<file path="src/design/hdt_pkg.sv">
package hdt_pkg;

  // apb geometry
  localparam int unsigned ADDR_W = 16;
  localparam int unsigned DATA_W = 32;

  // register byte addresses
  localparam logic [15:0] OFS_ACT_TOTAL = 16'h8330;
  localparam logic [15:0] OFS_BLANK_POS = 16'h8334;
  localparam logic [15:0] OFS_SYNC_POS = 16'h8338;
  localparam logic [15:0] OFS_STATUS = 16'h8350;

  // field layout shared by all three timing registers
  localparam int unsigned LO_MSB = 10;
  localparam int unsigned LO_LSB = 3;
  localparam int unsigned HI_MSB = 26;
  localparam int unsigned HI_LSB = 19;
  localparam int unsigned CHR_W = 8;

  // status register layout
  localparam int unsigned ST_CHR_LSB = 0;
  localparam int unsigned ST_BLANK_BIT = 8;
  localparam int unsigned ST_SYNC_BIT = 9;
  localparam int unsigned ST_ACT_BIT = 10;
  localparam int unsigned ST_LINE_LSB = 16;
  localparam int unsigned LINE_W = 11;

  // pixels per character clock
  localparam int unsigned PIX_W = 3;
  localparam logic [2:0] PIX_LAST = 3'h7;

  // reset values of the fields (hardware value is undefined, zero chosen)
  localparam logic [7:0] FIELD_RST = 8'h00;
  localparam logic [7:0] CHR_ZERO = 8'h00;
  localparam logic [7:0] CHR_ONE = 8'h01;
  localparam logic [10:0] LINE_ZERO = 11'h000;
  localparam logic [10:0] LINE_ONE = 11'h001;
  localparam logic [31:0] WORD_ZERO = 32'h0000_0000;

endpackage

</file>
<file path="src/design/hdt_char_counter.sv">
`timescale 1ns/10ps
`default_nettype none

module hdt_char_counter (
  input wire logic pclk,
  input wire logic presetn,
  input wire logic [7:0] total_i,
  output logic [7:0] chr_o,
  output logic tick_o
);

  typedef struct packed {
    logic [2:0] pix;
    logic [7:0] chr;
    logic tick;
  } hdt_cnt_state_t;

  hdt_cnt_state_t s_q;
  hdt_cnt_state_t s_d;

  // eight pixel clocks make one character clock; chr wraps after total
  always_comb begin
    s_d = s_q;
    s_d.pix = s_q.pix + 3'h1;
    s_d.tick = 1'b0;
    if (s_q.pix == hdt_pkg::PIX_LAST) begin
      s_d.tick = 1'b1;
      if (s_q.chr >= total_i) begin
        s_d.chr = hdt_pkg::CHR_ZERO;
      end else begin
        s_d.chr = s_q.chr + hdt_pkg::CHR_ONE;
      end
    end
  end

  always_ff @(posedge pclk or negedge presetn) begin
    if (!presetn) begin
      s_q <= '0;
    end else begin
      s_q <= s_d;
    end
  end

  assign chr_o = s_q.chr;
  assign tick_o = s_q.tick;

  a_tick_spacing: assert property (@(posedge pclk) disable iff (!presetn)
    tick_o |=> !tick_o [*7] ##1 tick_o) else $error("char tick not every 8 clocks");

  a_counter_wrap: assert property (@(posedge pclk) disable iff (!presetn)
    tick_o && ($past(chr_o) >= $past(total_i)) |-> chr_o == hdt_pkg::CHR_ZERO)
    else $error("char counter did not wrap at total");

endmodule // hdt_char_counter

`default_nettype wire

</file>
<file path="src/design/hdt_timing.sv">
`timescale 1ns/10ps
`default_nettype none

module hdt_timing (
  input wire logic pclk,
  input wire logic presetn,
  input wire logic psel,
  input wire logic penable,
  input wire logic pwrite,
  input wire logic [15:0] paddr,
  input wire logic [31:0] pwdata,
  output logic [31:0] prdata,
  output logic pready,
  output logic pslverr,
  output logic crt_hblank,
  output logic crt_hsync,
  output logic panel_hblank,
  output logic panel_hsync,
  output logic disp_active,
  output logic line_advance
);

  typedef struct packed {
    logic [7:0] active_w;
    logic [7:0] total_w;
    logic [7:0] hblank_begin_pos;
    logic [7:0] hblank_stop_pos;
    logic [7:0] sync_begin_pos;
    logic [7:0] sync_stop_pos;
    logic [31:0] rdata;
    logic ready;
    logic err;
    logic hblank;
    logic hsync;
    logic active;
    logic adv;
    logic [10:0] line_cnt;
  } hdt_state_t;

  hdt_state_t s_q;
  hdt_state_t s_d;

  logic [7:0] chr;
  logic tick;
  logic setup_ph;
  logic wr_take;
  logic hit_act;
  logic hit_blank;
  logic hit_sync;
  logic hit_stat;
  logic hit_any;

  // character counter shared by both displays
  hdt_char_counter u_cnt (
    .pclk(pclk),
    .presetn(presetn),
    .total_i(s_q.total_w),
    .chr_o(chr),
    .tick_o(tick)
  );

  // address decode on the full 16-bit offset
  assign hit_act = (paddr == hdt_pkg::OFS_ACT_TOTAL);
  assign hit_blank = (paddr == hdt_pkg::OFS_BLANK_POS);
  assign hit_sync = (paddr == hdt_pkg::OFS_SYNC_POS);
  assign hit_stat = (paddr == hdt_pkg::OFS_STATUS);
  assign hit_any = hit_act | hit_blank | hit_sync | hit_stat;

  // answer is prepared during setup so pready rises in the first access cycle
  assign setup_ph = psel & ~penable;
  // writes land only on the edge that samples pready high
  assign wr_take = psel & penable & pwrite & s_q.ready;

  // packs two position fields back into register form, pixel bits read zero
  function automatic logic [31:0] pack_pair(input logic [7:0] hi, input logic [7:0] lo);
    logic [31:0] w;
    w = hdt_pkg::WORD_ZERO;
    w[hdt_pkg::HI_MSB:hdt_pkg::HI_LSB] = hi;
    w[hdt_pkg::LO_MSB:hdt_pkg::LO_LSB] = lo;
    return w;
  endfunction

  always_comb begin
    s_d = s_q;
    s_d.ready = setup_ph;
    s_d.err = 1'b0;
    s_d.adv = 1'b0;

    // read data and error answer, latched at the end of setup
    if (setup_ph) begin
      s_d.err = ~hit_any;
      s_d.rdata = hdt_pkg::WORD_ZERO;
      if (!pwrite) begin
        if (hit_act) begin
          s_d.rdata = pack_pair(s_q.total_w, s_q.active_w);
        end else if (hit_blank) begin
          s_d.rdata = pack_pair(s_q.hblank_stop_pos, s_q.hblank_begin_pos);
        end else if (hit_sync) begin
          s_d.rdata = pack_pair(s_q.sync_stop_pos, s_q.sync_begin_pos);
        end else if (hit_stat) begin
          s_d.rdata[hdt_pkg::ST_CHR_LSB +: hdt_pkg::CHR_W] = chr;
          s_d.rdata[hdt_pkg::ST_BLANK_BIT] = s_q.hblank;
          s_d.rdata[hdt_pkg::ST_SYNC_BIT] = s_q.hsync;
          s_d.rdata[hdt_pkg::ST_ACT_BIT] = s_q.active;
          s_d.rdata[hdt_pkg::ST_LINE_LSB +: hdt_pkg::LINE_W] = s_q.line_cnt;
        end
      end
    end

    // only the character bits are kept; pixel and reserved bits drop here
    if (wr_take) begin
      if (hit_act) begin
        s_d.active_w = pwdata[hdt_pkg::LO_MSB:hdt_pkg::LO_LSB];
        s_d.total_w = pwdata[hdt_pkg::HI_MSB:hdt_pkg::HI_LSB];
      end
      if (hit_blank) begin
        s_d.hblank_begin_pos = pwdata[hdt_pkg::LO_MSB:hdt_pkg::LO_LSB];
        s_d.hblank_stop_pos = pwdata[hdt_pkg::HI_MSB:hdt_pkg::HI_LSB];
      end
      if (hit_sync) begin
        s_d.sync_begin_pos = pwdata[hdt_pkg::LO_MSB:hdt_pkg::LO_LSB];
        s_d.sync_stop_pos = pwdata[hdt_pkg::HI_MSB:hdt_pkg::HI_LSB];
      end
    end

    // compare on the cycle after the counter moves; outputs lag chr by one clock
    if (tick) begin
      s_d.active = (chr <= s_q.active_w);
      // begin wins when both positions match, so blank never sticks off
      if (chr == s_q.hblank_begin_pos) begin
        s_d.hblank = 1'b1;
      end else if (chr == s_q.hblank_stop_pos) begin
        s_d.hblank = 1'b0;
      end
      if (chr == s_q.sync_begin_pos) begin
        s_d.hsync = 1'b1;
      end else if (chr == s_q.sync_stop_pos) begin
        s_d.hsync = 1'b0;
      end
    end

    // vertical side steps on the rising sync edge, even with panel only
    if (s_d.hsync && !s_q.hsync) begin
      s_d.adv = 1'b1;
      s_d.line_cnt = s_q.line_cnt + hdt_pkg::LINE_ONE;
    end
  end

  always_ff @(posedge pclk or negedge presetn) begin
    if (!presetn) begin
      s_q <= '0;
    end else begin
      s_q <= s_d;
    end
  end

  // one timing source drives both displays
  assign prdata = s_q.rdata;
  assign pready = s_q.ready;
  assign pslverr = s_q.err;
  assign crt_hblank = s_q.hblank;
  assign panel_hblank = s_q.hblank;
  assign crt_hsync = s_q.hsync;
  assign panel_hsync = s_q.hsync;
  assign disp_active = s_q.active;
  assign line_advance = s_q.adv;

  // apb answer: one access cycle, error only for unmapped places
  a_pready_one_wait: assert property (@(posedge pclk)
    disable iff (!presetn) psel && !penable
    |=> pready ##1 !pready)
    else $error("pready not a single access cycle");

  a_no_ready_idle: assert property (@(posedge pclk)
    disable iff (!presetn) !psel
    |=> !pready)
    else $error("pready raised without a transfer");

  a_err_with_ready: assert property (@(posedge pclk)
    disable iff (!presetn) pslverr
    |-> pready)
    else $error("pslverr outside the access cycle");

  a_err_unmapped: assert property (@(posedge pclk)
    disable iff (!presetn) psel && !penable && !hit_any
    |=> pslverr)
    else $error("unmapped address not refused");

  a_no_err_mapped: assert property (@(posedge pclk)
    disable iff (!presetn) psel && !penable && hit_any
    |=> !pslverr)
    else $error("mapped address refused");

  a_unmapped_reads_zero: assert property (@(posedge pclk)
    disable iff (!presetn) pready && pslverr && !pwrite
    |-> prdata == hdt_pkg::WORD_ZERO)
    else $error("unmapped read returned data");

  a_spare_bits_zero: assert property (@(posedge pclk)
    disable iff (!presetn) pready && !pwrite && (hit_act || hit_blank || hit_sync)
    |-> prdata[hdt_pkg::LO_LSB - 1:0] == '0
      && prdata[hdt_pkg::HI_LSB - 1:hdt_pkg::LO_MSB + 1] == '0
      && prdata[hdt_pkg::DATA_W - 1:hdt_pkg::HI_MSB + 1] == '0)
    else $error("ignored bits of a timing register read nonzero");

  // register fields: only character bits are kept, and only on a write
  a_active_taken: assert property (@(posedge pclk)
    disable iff (!presetn) wr_take && hit_act
    |=> s_q.active_w == $past(pwdata[hdt_pkg::LO_MSB:hdt_pkg::LO_LSB]))
    else $error("active width not taken from lower field");

  a_total_taken: assert property (@(posedge pclk)
    disable iff (!presetn) wr_take && hit_act
    |=> s_q.total_w == $past(pwdata[hdt_pkg::HI_MSB:hdt_pkg::HI_LSB]))
    else $error("line total not taken from upper field");

  a_low_bits_ignored: assert property (@(posedge pclk)
    disable iff (!presetn) wr_take && hit_blank
    |=> s_q.hblank_begin_pos == $past(pwdata[hdt_pkg::LO_MSB:hdt_pkg::LO_LSB])
      && s_q.hblank_stop_pos == $past(pwdata[hdt_pkg::HI_MSB:hdt_pkg::HI_LSB]))
    else $error("blank fields not taken from character bits");

  a_sync_fields: assert property (@(posedge pclk)
    disable iff (!presetn) wr_take && hit_sync
    |=> s_q.sync_begin_pos == $past(pwdata[hdt_pkg::LO_MSB:hdt_pkg::LO_LSB])
      && s_q.sync_stop_pos == $past(pwdata[hdt_pkg::HI_MSB:hdt_pkg::HI_LSB]))
    else $error("sync fields not taken from character bits");

  a_fields_hold: assert property (@(posedge pclk)
    disable iff (!presetn) !(wr_take && (hit_act || hit_blank || hit_sync))
    |=> $stable(s_q.active_w) && $stable(s_q.total_w)
      && $stable(s_q.hblank_begin_pos) && $stable(s_q.hblank_stop_pos)
      && $stable(s_q.sync_begin_pos) && $stable(s_q.sync_stop_pos))
    else $error("timing field changed without a write");

  // line timing: outputs move one clock after the character count
  a_blank_begins: assert property (@(posedge pclk)
    disable iff (!presetn) tick && chr == s_q.hblank_begin_pos
    |=> crt_hblank && panel_hblank)
    else $error("blank did not begin at begin position");

  a_blank_ends: assert property (@(posedge pclk)
    disable iff (!presetn) tick && chr == s_q.hblank_stop_pos && chr != s_q.hblank_begin_pos
    |=> !crt_hblank)
    else $error("blank did not end at stop position");

  a_sync_starts: assert property (@(posedge pclk)
    disable iff (!presetn) tick && chr == s_q.sync_begin_pos
    |=> crt_hsync && panel_hsync)
    else $error("sync did not start at begin position");

  a_sync_ends: assert property (@(posedge pclk)
    disable iff (!presetn) tick && chr == s_q.sync_stop_pos && chr != s_q.sync_begin_pos
    |=> !crt_hsync)
    else $error("sync did not end at stop position");

  a_blank_holds: assert property (@(posedge pclk)
    disable iff (!presetn) !tick
    |=> $stable(crt_hblank))
    else $error("blank moved between character ticks");

  a_sync_holds: assert property (@(posedge pclk)
    disable iff (!presetn) !tick
    |=> $stable(crt_hsync) && $stable(disp_active))
    else $error("sync or active moved between character ticks");

  a_active_width: assert property (@(posedge pclk)
    disable iff (!presetn) tick
    |=> disp_active == ($past(chr) <= $past(s_q.active_w)))
    else $error("active region disagrees with width");

  a_chr_steps: assert property (@(posedge pclk)
    disable iff (!presetn) tick && $past(chr) < $past(s_q.total_w)
    |-> chr == $past(chr) + hdt_pkg::CHR_ONE)
    else $error("char counter did not step by one");

  a_panel_matches: assert property (@(posedge pclk)
    disable iff (!presetn) panel_hblank == crt_hblank
      && panel_hsync == crt_hsync)
    else $error("panel timing differs from crt timing");

  a_line_advance: assert property (@(posedge pclk)
    disable iff (!presetn)
    line_advance == (crt_hsync && !$past(crt_hsync)))
    else $error("line advance not tied to sync rise");

  a_advance_single: assert property (@(posedge pclk)
    disable iff (!presetn) line_advance
    |=> !line_advance)
    else $error("line advance longer than one cycle");

  a_line_count_steps: assert property (@(posedge pclk)
    disable iff (!presetn) line_advance
    |-> s_q.line_cnt == $past(s_q.line_cnt) + hdt_pkg::LINE_ONE)
    else $error("line count did not step with line advance");

endmodule // hdt_timing

`default_nettype wire

</file>
<file path="config.mk">
export PLATFORM = sky130hd
export DESIGN_NAME = hdt_timing
export DESIGN_NICKNAME = d
export VERILOG_FILES = /design/src/design/hdt_pkg.sv /design/src/design/hdt_char_counter.sv /design/src/design/hdt_timing.sv
export SDC_FILE = /design/constraint.sdc
export NUM_CORES = 1
export LEC_CHECK = 0
export BUFFER_PORTS_ARGS = -buffer_cell sky130_fd_sc_hd__clkbuf_2
export CORE_MARGIN = 2
export CORE_UTILIZATION = 60
export CTS_CLUSTER_DIAMETER = 200
export DETAILED_ROUTE_END_ITERATION = 7
export HOLD_SLACK_MARGIN = 0.06
export PLACE_DENSITY = 0.87
export SYNTH_ARGS = -nofsm -noshare
export SYNTH_HDL_FRONTEND = slang
export SYNTH_SLANG_ARGS = --single-unit
</file>
<file path="constraint.sdc">
create_clock -name pclk -period 6 [get_ports pclk]
set_input_delay 0.6 -clock pclk [delete_from_list [all_inputs] [get_ports pclk]]
set_output_delay 0.6 -clock pclk [all_outputs]
set_load 0.1 [all_outputs]
</file>
==> out/metrics.cfg <==
[drt]
drt_pass1_iterations=5
routed_wl_mm=13.0
drtAntennaViolNets=0
wl_per_cell_um=19.9
drc=0
post_drt_via_cell_ratio=6.24
vias=4095
drt-initial-drc-count=357

[cts]
postCtsHoldBufs=0
root_buffer=clkbuf_8
clk_pin_slew_ns=0.10
h-tree-depth=3
cts.path.max_buffers=2
clkSinkCount=99
cts_buffers=9
cts_setup_buffers=0
cts_tree=yes
cts.repair.resized=0
insertion_delay_ns=0.37

[placed_design]
gp_congestion=0.874
hpwl_mm=9.07
io_buffer_count=66

[sta]
fmax_mhz=345
period_share=0.483
finalMaxSlewViolations=0
worst_pin_slew_ns=1.17
setup_viol=0
hold_violations=0
fin_tns_setup_ns=0
rsz0062_at_grt=no
min_period_ns=2.90
finClkSkew_ns=0.00977
slew-limit-headroom=0.220

[die]
die_width_um=99.8
rows=34
die_h_um=99.8
num_io_pins=93
core_area_um2=8810
initial_utilization=0.625
die-area_um2=9960

[global_route]
met1_usage=0.357
grt_start_max_net_pins=72
gr-total-overflow=0
grt.busiest_layer=met2
grt_pass1_wl_mm=21.0
antenna_found_initial=0
met3_usage=0.0494
grt_pass1_vias=4166
use_met2=0.442
grt_usage=0.271

[synth]
synth_area_um2=5500
ys_warn_count=0
seq_area_frac_synth=0.450
synth-seq-cells=99
ys.flop_type=dfrtp_1
synth_top_area_frac=0.450
synth-async-reset-ratio=1.00
syn_avg_cell_area_um2=10.7
yosys-top-cells-count=dfrtp_1, o21ai_0, buf_4, nand2_1
syn_inst=515
synth.most_common_cell=dfrtp_1
yosys-top-cells-area=dfrtp_1, mux2_2, buf_4
ys_types=57
yosysTopAreaCell=dfrtp_1
synth-edff-count=0

[worst_setup_path]
r2r_cells=5
r2r_slack_ns=3.46
worstPathRequired_ns=6.26
cp_max_fo=18
reg2reg_from=u_cnt.chr_o[2]
startpoint_type=input port
worst_r2r_endpoint=s_q[9]
crit_path_end_kind=flop
cp.arrival_ns=3.16
crit_type=in -> reg

[layout]
syn2layout_area_growth_pct=6.30
fillers=621
layout-drive-gt1-share=0.239
seqCellArea_um2=2480
fin_nets=616
multiInputGateArea_um2=2610
antennaDiodeCount=0

[pwr]
power_leakage_nw=2.96
ir_worst_vdd_mv=0.112
power_density_nw_per_um2=203
power_mw=1.19

[worst_hold_path]
min_path_type=in -> async

[run_status]
status=finished clean

[job]
cap_viol_max_count=0

==> layer usage <==
layer | share of wire | vias to the layer above
met2 | 0.49 | 181
li1 | - | 1839
met5 | 0 | -
met3 | 0.071 | 30
met1 | 0.42 | 2045
met4 | 0.021 | 0
==> per-stage QoR <==
stage | area (um^2) | setup slack (ns) | hold WS [ns] | utilization | std cells
floorplan | 5540 | 3.55 | 0.304 | - | 524
global placement | 5660 | 2.78 | 0.414 | 0.642 | 640
detailed placement | 5660 | 2.70 | 0.423 | 0.642 | 640
CTS | 5850 | 3.09 | 0.147 | 0.664 | 656
global route | 5850 | 3.00 | 0.163 | 0.664 | 656
finish | 5850 | 3.10 | 0.122 | 0.664 | 656
==> worst max-delay path: stages <==
cell	delay (ns)
clkbuf_2	0.09
or4bb_4	0.56
or3_4	0.43
nor4_4	0.79
buf_4	0.33
mux2_2	0.35
==> worst max-delay path by stage <==
stage	start	slack, ns	endpoint
6_report	paddr[11]	3.10	s_q[89]
5_1_grt	paddr[13]	3.00	s_q[89]
4_1_cts	paddr[11]	3.09	s_q[89]
3_5_place_dp	paddr[1]	2.70	s_q[89]
3_3_place_gp	paddr[1]	2.78	s_q[89]
2_1_floorplan	paddr[1]	3.55	s_q[81]
==> registers in the layout, indices dropped and copies added, names as in the netlist <==
signal and cells:
pslverr 1, prdata 22, u_cnt.chr_o 8, line_advance 1, u_cnt.tick_o 1, pready 1
s_q 59, u_cnt.s_q 3, crt_hblank 1, crt_hsync 1, disp_active 1
==> area by class of cell <==
type / count / area share
Multi-Input combinational cell: 344 / 0.447
Sequential cell: 99 / 0.423
Timing Repair Buffer: 69 / 0.0607
Clock buffer: 12 / 0.0248
Tap cell: 108 / 0.0231
Inverter: 20 / 0.0128
Clock inverter: 4 / 0.00834
==> where the power goes <==
part | switching [mW] | internal (mW)
Combinational | 0.0659 | 0.0160
Sequential | 0.000284 | 0.667
Clock | 0.232 | 0.205
Total | 0.298 | 0.888
==> logic make-up (layout without fill, tap and decap cells) <==
group	Yosys count	count (layout)	synth area share
compound gates	110	110	0.136
xor+xnor	46	46	0.0732
fa+ha+maj	20	20	0.0455
buf+inv	81	105	0.0823
flops	99	99	0.450
mux	35	35	0.0784
other cells	1	10	0.000681
simple gates	123	123	0.134
==> cell usage in the layout (no fill, tap or decap), drive strengths merged, types with 6 or more instances in the layout <==
cell / instances
dfrtp: 99
clkbuf: 77
o21ai: 47
nand2: 36
mux2: 35
xnor2: 25
xor2: 21
inv: 21
ha: 20
a22o: 16
nand2b: 12
nor2b: 12
nand3: 11
nand4: 11
a21oi: 10
a2bb2oi: 10
conb: 10
o2bb2ai: 8
nor2: 8
nor4: 7
a222oi: 6
Power figures use the tool's default switching activity.
